### config.mk
export PLATFORM = sky130hd
export DESIGN_NAME = bidir_port_with_overrides
export DESIGN_NICKNAME = d
export VERILOG_FILES = /design/src/logic/bidir_port_pkg.sv /design/src/logic/bidir_port_with_overrides.sv
export SDC_FILE = /design/constraint.sdc
export NUM_CORES = 1
export LEC_CHECK = 0
export ABC_AREA = 1
export BUFFER_PORTS_ARGS = -buffer_cell sky130_fd_sc_hd__buf_2
export CAP_MARGIN = 20
export CORE_ASPECT_RATIO = 1.4
export CORE_MARGIN = 2
export CORE_UTILIZATION = 28
export DETAILED_ROUTE_END_ITERATION = 10
export GPL_ROUTABILITY_DRIVEN = 0
export PLACE_DENSITY = 0.59
export SLEW_MARGIN = 10
export SYNTH_ARGS = -nofsm -noshare
export SYNTH_HDL_FRONTEND = slang
export SYNTH_SLANG_ARGS = --single-unit
### constraint.sdc
create_clock -name i_mclk -period 2.6 [get_ports i_mclk]
set_input_delay 0.52 -clock i_mclk [delete_from_list [all_inputs] [get_ports i_mclk]]
set_output_delay 0.52 -clock i_mclk [all_outputs]
set_load 0.02 [all_outputs]
### src/logic/bidir_port_pkg.sv
//==============================================================================
package bidir_port_pkg;

   //==========================================================================
   // register map, word indices on the register port
   localparam logic [2:0] third_pins_addr   = 3'h0;
   localparam logic [2:0] third_latch_addr  = 3'h1;
   localparam logic [2:0] third_dir_addr    = 3'h2;
   localparam logic [2:0] fourth_pins_addr  = 3'h3;
   localparam logic [2:0] fourth_latch_addr = 3'h4;
   localparam logic [2:0] fourth_dir_addr   = 3'h5;
   localparam logic [2:0] fifth_dir_addr    = 3'h6;

   //==========================================================================
   // reset values
   localparam logic [7:0] dir_reset       = 8'hff;
   localparam logic [7:0] latch_reset     = 8'h00;
   localparam logic [7:0] fifth_dir_reset = 8'h0f;

   //==========================================================================
   // field and pin positions
   localparam int slave_enable_bit = 4;
   localparam int capture_compare_unit_two_pin         = 1;
   localparam int clock_pin        = 3;
   localparam int data_pin         = 4;
   localparam int sdo_pin          = 5;
   localparam int tx_pin           = 6;
   localparam int rx_pin           = 7;
   localparam int pwm_b_pin        = 5;
   localparam int pwm_c_pin        = 6;
   localparam int pwm_d_pin        = 7;

   //==========================================================================
   // peripheral controls toward the third port and second port bit3
   typedef struct packed {
      logic two_wire_en;      // two-wire mode of sync_serial_module
      logic scl_out;          // module clock level
      logic sda_drive;        // module pulls data pin
      logic sda_out;          // module data level
      logic four_wire_en;     // four-wire mode of sync_serial_module
      logic sck_out;
      logic sdo_out;
      logic usart_en;         // universal_serial_module enabled
      logic usart_sync;       // synchronous mode
      logic tx_out;           // async transmit level or sync data out
      logic ck_master;        // module drives sync clock
      logic ck_out;
      logic dt_transmit;      // module drives sync data
      logic capture_compare_unit_two_out_en;      // capture_compare_unit_two compare or PWM
      logic capture_compare_unit_two_out;
   } serial_ctl_type;

   // enhanced PWM outputs toward the fourth port
   typedef struct packed {
      logic multi_output;     // dual or quad output mode
      logic [2:0] chan_en;    // channels d, c, b
      logic [2:0] chan_out;
   } pwm_ctl_type;

   // pin levels delivered to the peripherals
   typedef struct packed {
      logic scl_in;
      logic sda_in;
      logic sck_in;
      logic sdi_in;
      logic rx_in;
      logic ck_in;
      logic dt_in;
      logic capture_compare_unit_two_in;
   } periph_in_type;

endpackage

### src/logic/bidir_port_with_overrides.sv
// Design decisions made here: the placing of the registers and the address-and-strobe port.
`timescale 1ns/1ps
`default_nettype none

module bidir_port_with_overrides #(
   parameter int WIDTH = 8
) (
   // clock and reset
   input  wire logic                           i_mclk,
   input  wire logic                           i_rst,
   // register port
   input  wire logic [2:0]                     i_addr,
   input  wire logic [WIDTH-1:0]               i_wdata,
   input  wire logic                           i_wr,
   input  wire logic                           i_rd,
   output logic      [WIDTH-1:0]               o_rdata,
   // configuration and peripheral controls
   input  wire logic                           i_capture2_pin_select,
   input  wire bidir_port_pkg::serial_ctl_type i_serial,
   input  wire bidir_port_pkg::pwm_ctl_type    i_pwm,
   input  wire logic                           i_slave_drive,
   // third port pins
   input  wire logic [WIDTH-1:0]               i_third_pin,
   output logic      [WIDTH-1:0]               o_third_out,
   output logic      [WIDTH-1:0]               o_third_oe,
   output logic                                o_bus_buffer,
   // fourth port pins
   input  wire logic [WIDTH-1:0]               i_fourth_pin,
   output logic      [WIDTH-1:0]               o_fourth_out,
   output logic      [WIDTH-1:0]               o_fourth_oe,
   output logic                                o_fourth_ttl,
   // second port bit3 alternate for capture unit two
   input  wire logic                           i_second_port_bit3_pin,
   output logic                                o_second_bit3_out,
   output logic                                o_second_bit3_oe,
   // peripheral side
   output bidir_port_pkg::periph_in_type       o_periph,
   output logic                                o_slave_active
);

   //==========================================================================
   // register state
   logic [WIDTH-1:0] third_latch;
   logic [WIDTH-1:0] third_dir;
   logic [WIDTH-1:0] third_level;
   logic [WIDTH-1:0] fourth_latch;
   logic [WIDTH-1:0] fourth_dir;
   logic [WIDTH-1:0] fourth_level;
   logic [WIDTH-1:0] fifth_dir;
   logic [WIDTH-1:0] next_third_latch;
   logic [WIDTH-1:0] next_third_dir;
   logic [WIDTH-1:0] next_fourth_latch;
   logic [WIDTH-1:0] next_fourth_dir;
   logic [WIDTH-1:0] next_fifth_dir;
   logic [WIDTH-1:0] next_rdata;

   // write decode and read mux
   always_comb begin
      next_third_latch  = third_latch;
      next_third_dir    = third_dir;
      next_fourth_latch = fourth_latch;
      next_fourth_dir   = fourth_dir;
      next_fifth_dir    = fifth_dir;
      next_rdata        = '0;
      if (i_wr) begin
         case (i_addr)
            bidir_port_pkg::third_pins_addr,
            bidir_port_pkg::third_latch_addr: begin
               next_third_latch = i_wdata;
            end
            bidir_port_pkg::third_dir_addr: begin
               next_third_dir = i_wdata;
            end
            bidir_port_pkg::fourth_pins_addr,
            bidir_port_pkg::fourth_latch_addr: begin
               next_fourth_latch = i_wdata;
            end
            bidir_port_pkg::fourth_dir_addr: begin
               next_fourth_dir = i_wdata;
            end
            bidir_port_pkg::fifth_dir_addr: begin
               next_fifth_dir = i_wdata;
            end
            default: begin
               next_fifth_dir = fifth_dir;
            end
         endcase
      end
      if (i_rd) begin
         case (i_addr)
            bidir_port_pkg::third_pins_addr:   next_rdata = third_level;
            bidir_port_pkg::third_latch_addr:  next_rdata = third_latch;
            bidir_port_pkg::third_dir_addr:    next_rdata = third_dir;
            bidir_port_pkg::fourth_pins_addr:  next_rdata = fourth_level;
            bidir_port_pkg::fourth_latch_addr: next_rdata = fourth_latch;
            bidir_port_pkg::fourth_dir_addr:   next_rdata = fourth_dir;
            bidir_port_pkg::fifth_dir_addr:    next_rdata = fifth_dir;
            default:                           next_rdata = '0;
         endcase
      end
   end

   // register update; all pins come up as inputs
   always_ff @(posedge i_mclk) begin
      if (i_rst) begin
         third_latch  <= bidir_port_pkg::latch_reset;
         third_dir    <= bidir_port_pkg::dir_reset;
         third_level  <= '0;
         fourth_latch <= bidir_port_pkg::latch_reset;
         fourth_dir   <= bidir_port_pkg::dir_reset;
         fourth_level <= '0;
         fifth_dir    <= bidir_port_pkg::fifth_dir_reset;
         o_rdata      <= '0;
      end else begin
         third_latch  <= next_third_latch;
         third_dir    <= next_third_dir;
         third_level  <= i_third_pin;
         fourth_latch <= next_fourth_latch;
         fourth_dir   <= next_fourth_dir;
         fourth_level <= i_fourth_pin;
         fifth_dir    <= next_fifth_dir;
         o_rdata      <= next_rdata;
      end
   end

   //==========================================================================
   // third port pin multiplexing
   logic [WIDTH-1:0] next_third_out;
   logic [WIDTH-1:0] next_third_oe;
   logic             next_bus_buffer;
   logic             next_second_out;
   logic             next_second_oe;
   logic             capture_compare_unit_two_on_third;

   always_comb begin
      capture_compare_unit_two_on_third   = i_capture2_pin_select;
      // plain port behaviour first
      next_third_out  = third_latch;
      next_third_oe   = ~third_dir;
      next_bus_buffer = i_serial.two_wire_en;
      next_second_out = 1'b0;
      next_second_oe  = 1'b0;
      // capture unit two output on its selected pin
      if (capture_compare_unit_two_on_third) begin
         if (i_serial.capture_compare_unit_two_out_en && !third_dir[bidir_port_pkg::capture_compare_unit_two_pin]) begin
            next_third_out[bidir_port_pkg::capture_compare_unit_two_pin] = i_serial.capture_compare_unit_two_out;
         end
      end else begin
         next_second_out = i_serial.capture_compare_unit_two_out;
         next_second_oe  = i_serial.capture_compare_unit_two_out_en;
      end
      // clock pin: two-wire or four-wire clock when direction is zero
      if (i_serial.two_wire_en && !third_dir[bidir_port_pkg::clock_pin]) begin
         next_third_out[bidir_port_pkg::clock_pin] = i_serial.scl_out;
      end else if (i_serial.four_wire_en && !third_dir[bidir_port_pkg::clock_pin]) begin
         next_third_out[bidir_port_pkg::clock_pin] = i_serial.sck_out;
      end
      // two-wire data pin: module drive wins whatever the direction
      if (i_serial.two_wire_en) begin
         next_third_oe[bidir_port_pkg::data_pin]  = i_serial.sda_drive;
         next_third_out[bidir_port_pkg::data_pin] = i_serial.sda_out;
      end
      // four-wire data out when direction is zero
      if (i_serial.four_wire_en && !third_dir[bidir_port_pkg::sdo_pin]) begin
         next_third_out[bidir_port_pkg::sdo_pin] = i_serial.sdo_out;
      end
      // universal serial module pins
      if (i_serial.usart_en) begin
         if (!i_serial.usart_sync) begin
            next_third_oe[bidir_port_pkg::tx_pin]  = 1'b1;
            next_third_out[bidir_port_pkg::tx_pin] = i_serial.tx_out;
            next_third_oe[bidir_port_pkg::rx_pin]  = 1'b0;
         end else begin
            next_third_oe[bidir_port_pkg::tx_pin]  = i_serial.ck_master;
            next_third_out[bidir_port_pkg::tx_pin] = i_serial.ck_out;
            next_third_oe[bidir_port_pkg::rx_pin]  = i_serial.dt_transmit;
            next_third_out[bidir_port_pkg::rx_pin] = i_serial.tx_out;
         end
      end
   end

   // peripheral input levels taken straight from the pin inputs, then registered
   bidir_port_pkg::periph_in_type next_periph;

   always_comb begin
      next_periph         = '0;
      next_periph.scl_in  = i_third_pin[bidir_port_pkg::clock_pin];
      next_periph.sck_in  = i_third_pin[bidir_port_pkg::clock_pin];
      next_periph.sda_in  = i_third_pin[bidir_port_pkg::data_pin];
      next_periph.sdi_in  = i_third_pin[bidir_port_pkg::data_pin];
      next_periph.rx_in   = i_third_pin[bidir_port_pkg::rx_pin];
      next_periph.ck_in   = i_third_pin[bidir_port_pkg::tx_pin];
      next_periph.dt_in   = i_third_pin[bidir_port_pkg::rx_pin];
      next_periph.capture_compare_unit_two_in = capture_compare_unit_two_on_third ? i_third_pin[bidir_port_pkg::capture_compare_unit_two_pin]
                                          : i_second_port_bit3_pin;
   end

   //==========================================================================
   // fourth port: slave mode and PWM sharing
   logic             slave_on;
   logic [WIDTH-1:0] next_fourth_out;
   logic [WIDTH-1:0] next_fourth_oe;

   always_comb begin
      // multi-output PWM forces the slave port off
      slave_on = fifth_dir[bidir_port_pkg::slave_enable_bit] && !i_pwm.multi_output;
      next_fourth_out = fourth_latch;
      next_fourth_oe  = ~fourth_dir;
      if (slave_on) begin
         next_fourth_oe = {WIDTH{i_slave_drive}};
      end
      // PWM channels take priority over port and slave data on pins whose direction bit is zero
      for (int k = 0; k < 3; k++) begin
         if (i_pwm.chan_en[k] && !fourth_dir[bidir_port_pkg::pwm_b_pin + k]) begin
            next_fourth_oe[bidir_port_pkg::pwm_b_pin + k]  = 1'b1;
            next_fourth_out[bidir_port_pkg::pwm_b_pin + k] = i_pwm.chan_out[k];
         end
      end
   end

   // output registers
   always_ff @(posedge i_mclk) begin
      if (i_rst) begin
         o_third_out       <= '0;
         o_third_oe        <= '0;
         o_bus_buffer      <= 1'b0;
         o_fourth_out      <= '0;
         o_fourth_oe       <= '0;
         o_fourth_ttl      <= 1'b0;
         o_second_bit3_out <= 1'b0;
         o_second_bit3_oe  <= 1'b0;
         o_periph          <= '0;
         o_slave_active    <= 1'b0;
      end else begin
         o_third_out       <= next_third_out;
         o_third_oe        <= next_third_oe;
         o_bus_buffer      <= next_bus_buffer;
         o_fourth_out      <= next_fourth_out;
         o_fourth_oe       <= next_fourth_oe;
         o_fourth_ttl      <= slave_on;
         o_second_bit3_out <= next_second_out;
         o_second_bit3_oe  <= next_second_oe;
         o_periph          <= next_periph;
         o_slave_active    <= slave_on;
      end
   end
endmodule

`default_nettype wire

# --- Word level (Yosys, flattened, before mapping) ---
# Cells that the tools add are included.
# W data, S select, Z words.
totals:
  register_bits: 105
  in_bits: 56
  wordCells: 76
op_classes:
  eq_ne: 6
  mux: 21
  n_bitwise: 3
  reduce_logical: 25
ops:
  columns: ["operator", "n"]
  rows:
  - ["$pmux W8 S7", 1]
  - ["$mux W1", 16]
  - ["$not A8 Y8", 2]
  - ["$reduce_and A2 Y1", 5]
  - ["$eq A3 B3 Y1 const B", 3]
  - ["$logic_and A1 B1 Y1", 8]
  - ["$mux W8", 1]
  - ["$reduce_or A2 Y1", 4]
  - ["$logic_not A1 Y1", 7]
  - ["$eq A3 B2 Y1 const B", 2]
  - ["$mux W2", 3]
  - ["$eq A3 B1 Y1 const B", 1]
  - ["$logic_not A3 Y1", 1]
  - ["$not A1 Y1", 1]

# --- Logic depth before layout (Yosys ltp) ---
# Gate-level depths: netlist of the first run.
logic_depth:
  depth_word: 4
  mapped_depth: 8

# --- Least setup slack after synthesis of the first run ---
# Ideal clock, no wire load.
synth_timing:
  path_type: "in2reg"
  from: "input i_addr[1]"
  to: "register fourth_dir[7]"
  t_arrival_ps: 1325
  required_ps: 2531
  path_slack_ps: 1206
  stages: 7
  path_buffers: 2
  cell_sequence: "buf_4 inv_2 nand3_1 nor2_4 buf_6 a21oi_1 o21ai_1"
synth_between:
  elab_chain_len: 2
synth_rtl:
  columns: ["item", "line", "text"]
  rows:
  - ["from (decl)", "bidir_port_with_overrides.sv:12", "input wire logic [2:0] i_addr,"]
  - ["$eq A3 B3 Y1", "bidir_port_with_overrides.sv:66", "case (i_addr)"]
  - ["$reduce_and A2 Y1 (no source line)", null, null]
  - ["to (signal assigned)", "bidir_port_with_overrides.sv:110", "fourth_dir <= bidir_port_pkg::dir_reset;"]
  - ["to (signal assigned)", "bidir_port_with_overrides.sv:119", "fourth_dir <= next_fourth_dir;"]
  - ["to (decl)", "bidir_port_with_overrides.sv:47", "logic [WIDTH-1:0] fourth_dir;"]
# No other way between the ends.
# A chain may end at the register's enable or synchronous reset.

# --- Worst setup path in the final report of the first run ---
layout_timing:
  from: "input i_addr[1]"
  to: "register third_latch[2]"
layout_between:
  elab_chain_len: 3
layout_rtl:
  columns: ["item", "line", "text"]
  rows:
  - ["$eq A3 B1 Y1 or $logic_not A3 Y1 (tied branches)", "bidir_port_with_overrides.sv:66", null]
  - ["$reduce_or A2 Y1 *", "bidir_port_with_overrides.sv:66", null]
  - ["$reduce_and A2 Y1 (no source line) *", null, null]
  - ["to (signal assigned)", "bidir_port_with_overrides.sv:106", "third_latch <= bidir_port_pkg::latch_reset;"]
  - ["to (signal assigned)", "bidir_port_with_overrides.sv:115", "third_latch <= next_third_latch;"]
  - ["to (decl)", "bidir_port_with_overrides.sv:43", "logic [WIDTH-1:0] third_latch;"]
# Every way passes the cells marked *; elsewhere a longest branch is shown, timed or not.

==> impl_metrics.py, run 1 <==
metrics = {
    "route": {
        "wl_per_cell_um": 14.5,
        "firstDrtPassIters": 6,
        "drcViolationCount": 0,
        "num_vias": 3573,
        "postRouteAntennaNets": 0,
        "vias_per_cell": 4.60,
        "top_layer_used": "met4",
        "wirelength_um": 11200,
        "wl_met1_um": 4430,
        "route.met2.wl_um": 5840,
        "drtIter0Drc": 286,
        "routed-wl-met3_um": 687,
    },
    "final_layout": {
        "multiInputGateArea_mm2": 0.00147,
        "regArea_mm2": 0.00202,
        "antenna_cells": 0,
        "syn2layout_area_growth_pct": 23.7,
        "layout_commonest_cell": "buf_2",
        "drive_gt1_share_pct": 23.5,
        "fin_area_mm2": 0.00480,
        "layout_common_cells": "108 x buf_2, 101 x dfxtp_1, 78 x nand2_1, 76 x nor2_1, 49 x inv_1",
        "num-nets-final": 648,
        "fillCellCount": 1444,
    },
    "floorplanning": {
        "pin_count": 109,
        "die_width_um": 103,
        "die_h_um": 143,
        "fp-row-count": 50,
        "initial_core_util_pct": 28.8,
        "die-area_mm2": 0.0148,
        "core_mm2": 0.0135,
    },
    "clock_tree": {
        "postCtsResizedCells": 0,
        "cts_tree": "built",
        "clockBufferDepth": 2,
        "clock_latency_ns": 0.35,
        "cts_made_buffers": 9,
        "post-cts-setup-buffers": 0,
        "path_clk_slew_ns": 0.07,
        "cts_max_level": 3,
        "cts_root_buffer": "clkbuf_16",
        "hold_buffers": 0,
        "clkSinkCount": 101,
    },
    "yosys": {
        "syn_area_mm2": 0.00388,
        "syn-num-nets": 558,
        "seq_area_frac_synth_pct": 52.1,
        "ys_warn_count": 0,
        "ys_ff_latch": 101,
        "synthDistinctLibCells": 28,
        "postSynthCellCount": 502,
        "syn_area_per_cell_um2": 7.72,
    },
    "sta": {
        "max_freq_mhz": 508,
        "finClkSkew_ns": 0.00724,
        "hold_violations": 0,
        "slew_viol_final": 0,
        "rsz0062_at_grt": "false",
        "tns_ns": 0,
        "max_slew.worst_pin.slew_ns": 0.666,
        "finalSetupViolCount": 0,
        "maxSlewHeadroom_pct": 55.4,
        "fin_crit_ns": 1.97,
        "timing.final.ws_setup_ns": 0.631,
        "min_period_over_period_pct": 75.7,
    },
    "power": {
        "power_density_mw_per_mm2": 708,
        "leakage_nw": 2.34,
        "ir_worst_vdd_uv": 236,
        "finalPower_mw": 3.39,
    },
    "grt": {
        "overflow": 0,
        "grt_antenna_before_repair": 0,
        "grt_pass1_wl_um": 17200,
        "grt_max_degree": 57,
        "grt_pass1_vias": 3290,
        "grt_usage_pct": 15.6,
    },
    "critical_path": {
        "required_ns": 2.82,
        "path_class": "input port to flop",
        "critPathArrivalTime_ns": 2.18,
        "critPathMaxFanout": 28,
        "cp-start-kind": "input port",
        "end_kind": "flop",
    },
    "placement": {
        "port_buffers": 108,
        "place_area_mm2": 0.00448,
        "dp_hpwl_um": 8540,
        "dp_worst_setup_slack_ns": 0.350,
    },
    "run": {
        "maxCapViolations": 0,
    },
    "hold_path": {
        "holdCritPathClass": "input port to flop",
    },
    "status": {
        "outcome": "finished clean",
    },
}
==> cell families (layout without fill, tap and decap cells) <==
| kind of cell | Yosys count | in the layout | synth area share [%] |
|---|---|---|---|
| AOI/OAI and AO/OA | 81 | 81 | 10.9 |
| buffers and inverters | 87 | 180 | 10.0 |
| DFF | 101 | 101 | 52.1 |
| and+or+nand+nor | 233 | 233 | 26.9 |
==> critical path, stage by stage <==
cell and delay (ns):
buf_2 0.26, nor2_1 0.59, nand2_1 0.46, o21ai_0 0.27, a21oi_1 0.06
==> final timing paths <==
kind,to,startpoint,slack [ns],cells after the start
setup reg to reg,o_fourth_oe[6]$_SDFF_PP0_,fifth_dir[4]$_SDFFE_PP0P_,1.51,3
setup / recovery,third_latch[2]$_SDFFE_PP0P_,i_addr[1],0.63,5
hold reg to reg,o_third_oe[2]$_SDFF_PP0_,third_dir[2]$_SDFFE_PP1P_,0.47,1
hold / removal,fourth_level[5]$_SDFF_PP0_,i_fourth_pin[5],0.37,3
==> power by group <==
part           switching [mW]  internal (mW)  total (mW)
combinational           0.223          0.109       0.332
clock                   0.555          0.858        1.41
sequential             0.0370           1.61        1.65
==> cells in the mapped netlist, drive strengths merged <==
library cell	number	area, µm²
a211oi	2	15.0
a21oi	43	215
a31oi	2	12.5
buf	20	135
clkbuf	11	41.3
clkinv	2	8.75
dfxtp	101	2020
inv	54	203
nand2	82	323
nand3	37	195
nand4	32	200
nor2	79	309
nor3	1	5.00
nor4	1	6.26
o211ai	4	30.0
o21ai	30	150
or2	1	6.26
==> layout make-up <==
class / instances / area share [%]
sequential: 101 / 42.1
inverter: 56 / 4.41
tap: 182 / 4.75
clock buffer: 10 / 4.98
multi-input combinational: 314 / 30.6
clock inverter: 4 / 1.54
timing repair buffer: 110 / 11.6
==> layer usage <==
metal  GRT usage, %  vias to the layer above
li1               -                     1811
met1           17.9                     1599
met2           26.8                      140
met3           4.06                       23
met4           6.51                        0
met5              0                        -
==> flip-flops by register name (all words and copies together) (netlist names) <==
name and cells:
fifth_dir 8, fourth_dir 8, fourth_latch 8, fourth_level 8, o_fourth_oe 8, o_fourth_out 8, o_rdata 8, o_third_oe 8
o_third_out 8, third_dir 8, third_latch 8, third_level 8, o_bus_buffer 1, o_periph 1, o_second_bit3_oe 1, o_second_bit3_out 1
o_slave_active 1
==> metrics by stage <==
step | hold WS, ns | utilization, % | std cells
3_5_place_dp | 0.447 | 33.3 | 763
4_1_cts | 0.365 | 35.7 | 777
6_report | 0.371 | 35.7 | 777
2_1_floorplan | 0.413 | - | 502
5_1_grt | 0.361 | 35.7 | 777
3_3_place_gp | 0.451 | 33.3 | 763
(Power assumes the default switching activity.)
==> run 2: changes to the inputs <==
- clock period: 2.6 -> 1.85 ns (I/O delays scaled with it)
==> run 2 against run 1 <==
Net effect:
- sequential power rose by 41%
- hold slack got worse by 0.15 ns
- routed wire length fell by 1.1%
- clock-buffer cell count rose by 2
- die area did not move
- power rose by 37%
- combinational power rose by 42%
- first-iteration DRC count fell by 17%
- sequential share of layout area fell by 0.099 points
- non-clock buffer count rose by 4
- critical endpoint is now fourth_latch[5]$_SDFFE_PP0P_
- largest cell class unchanged
==> impl_metrics.py, run 2 (same netlist as run 1, synthesis figures left out) <==
metrics = {
    "route": {
        "drtIter0Drc": 238,
        "num_vias": 3562,
        "route.met2.wl_um": 5700,
        "wirelength_um": 11100,
        "firstDrtPassIters": 4,
        "drcViolationCount": 0,
        "routed-wl-met3_um": 596,
        "postRouteAntennaNets": 0,
        "top_layer_used": "met4",
        "wl_per_cell_um": 14.2,
        "vias_per_cell": 4.55,
        "wl_met1_um": 4630,
    },
    "final_layout": {
        "stdcell_count": 783,
        "fin_area_mm2": 0.00481,
        "layout_commonest_cell": "buf_2",
        "fillCellCount": 1421,
        "num-nets-final": 652,
        "layout_common_cells": "108 x buf_2, 101 x dfxtp_1, 78 x nand2_1, 76 x nor2_1, 49 x inv_1",
        "syn2layout_area_growth_pct": 24.0,
        "drive_gt1_share_pct": 24.0,
        "antenna_cells": 0,
    },
    "sta": {
        "maxSlewHeadroom_pct": 61.9,
        "slew_viol_final": 0,
        "rsz0062_at_grt": "false",
        "hold_violations": 0,
        "max_slew.worst_pin.slew_ns": 0.572,
        "finalSetupViolCount": 0,
        "min_period_over_period_pct": 73.1,
        "finClkSkew_ns": 0.00471,
        "max_freq_mhz": 740,
        "tns_ns": 0,
        "fin_crit_ns": 1.35,
    },
    "clock_tree": {
        "postCtsResizedCells": 0,
        "cts_root_buffer": "clkbuf_16",
        "post-cts-setup-buffers": 0,
        "clockBufferDepth": 2,
        "cts_tree": "built",
        "cts_made_buffers": 9,
        "cts_max_level": 3,
        "hold_buffers": 0,
        "clkSinkCount": 101,
        "path_clk_slew_ns": 0.06,
        "clock_latency_ns": 0.34,
    },
    "critical_path": {
        "required_ns": 2.08,
        "reg2regPathDepth": 3,
        "worstReg2RegEnd": "o_fourth_oe[6]$_SDFF_PP0_",
        "path_class": "input port to flop",
        "end_kind": "flop",
        "max_stage_delay_ns": 0.37,
        "r2r_start": "fifth_dir[4]$_SDFFE_PP0P_",
        "cp-start-kind": "input port",
        "critPathArrivalTime_ns": 1.59,
        "critPathMaxFanout": 23,
        "path_cells": "buf_2 -> nor2_2 -> nand2_2 -> nand2_2 -> nand2_4 -> clkinv_2 -> nor2_1 -> nor2_1",
        "cp_slowest_cell": "buf_2",
        "r2r_slack_ns": 0.76,
    },
    "hold_path": {
        "hold_depth": 3,
        "min_from": "i_fourth_pin[5]",
        "holdCritPathClass": "input port to flop",
        "hold_end": "fourth_level[5]$_SDFF_PP0_",
    },
    "floorplanning": {
        "die_h_um": 143,
        "core_mm2": 0.0135,
        "fp-row-count": 50,
        "pin_count": 109,
        "die_width_um": 103,
        "initial_core_util_pct": 28.8,
        "die-area_mm2": 0.0148,
    },
    "placement": {
        "port_buffers": 108,
        "place_area_mm2": 0.00451,
        "dp_hpwl_um": 8530,
        "dp_cells": 767,
    },
    "run": {
        "maxCapViolations": 0,
    },
    "power": {
        "power_density_mw_per_mm2": 967,
        "leakage_nw": 2.35,
        "ir_worst_vdd_uv": 403,
    },
    "grt": {
        "grt_pass1_vias": 3384,
        "grt_antenna_before_repair": 0,
        "grt_usage_pct": 15.4,
        "grt_pass1_wl_um": 17300,
        "grt_max_degree": 57,
        "overflow": 0,
    },
    "status": {
        "outcome": "finished clean",
    },
}
run 2: cell count changes in the layout (fill, tap and decap cells not counted):
cell / delta
clkinvlp_4: +1
bufinv_16: -1
clkinv_2: +1
clkbuf_1: +2
clkinv_4: -1
buf_4: +4
run 2: worst max path at each step:
stage / from / to / cells past startpoint
floorplan: i_addr[1] / fourth_dir[7]$_SDFFE_PP1P_ / 7
global placement: i_addr[0] / fourth_latch[0]$_SDFFE_PP0P_ / 8
detailed placement: i_addr[0] / fourth_latch[5]$_SDFFE_PP0P_ / 8
CTS: third_level[7]$_SDFF_PP0_ / o_periph[3] / 1
global route: i_addr[1] / third_latch[2]$_SDFFE_PP0P_ / 5
finish: i_addr[0] / fourth_latch[5]$_SDFFE_PP0P_ / 8
run 2: cell type report:
class	instances	area [µm²]	share of cell area, %
clock buffer	12	246	5.13
inverter	56	211	4.40
timing repair buffer	114	586	12.2
clock inverter	4	47.5	0.989
multi-input combinational	314	1470	30.5
sequential	101	2020	42.1
tap	182	228	4.74
run 2: metal layers:
layer | vias up | global-route usage, %
li1 | 1818 | -
met1 | 1642 | 18.3
met2 | 89 | 26.6
met3 | 13 | 3.43
met4 | 0 | 5.96
met5 | - | 0
run 2: power by group:
part	internal, mW	switching [mW]	total, mW
combinational	0.159	0.311	0.470
clock	1.08	0.779	1.86
sequential	2.27	0.0526	2.32
run 2: stage by stage:
step / utilization [%] / hold WS, ns / setup slack [ns] / total power, mW
after detailed placement: 33.6 / 0.453 / 0.166 / 2.84
after global routing: 35.7 / 0.225 / 0.443 / 4.85
final: 35.7 / 0.225 / 0.498 / 4.65
after floorplan: - / 0.413 / 0.606 / 2.65
after CTS: 35.7 / 0.226 / 0.526 / 4.70
after global placement: 33.6 / 0.452 / 0.196 / 2.83
run 2: worst max-delay path: cells and delay by family:
family	cells	cell delay [ns]
simple gates	6	0.66
buf+inv	2	0.53
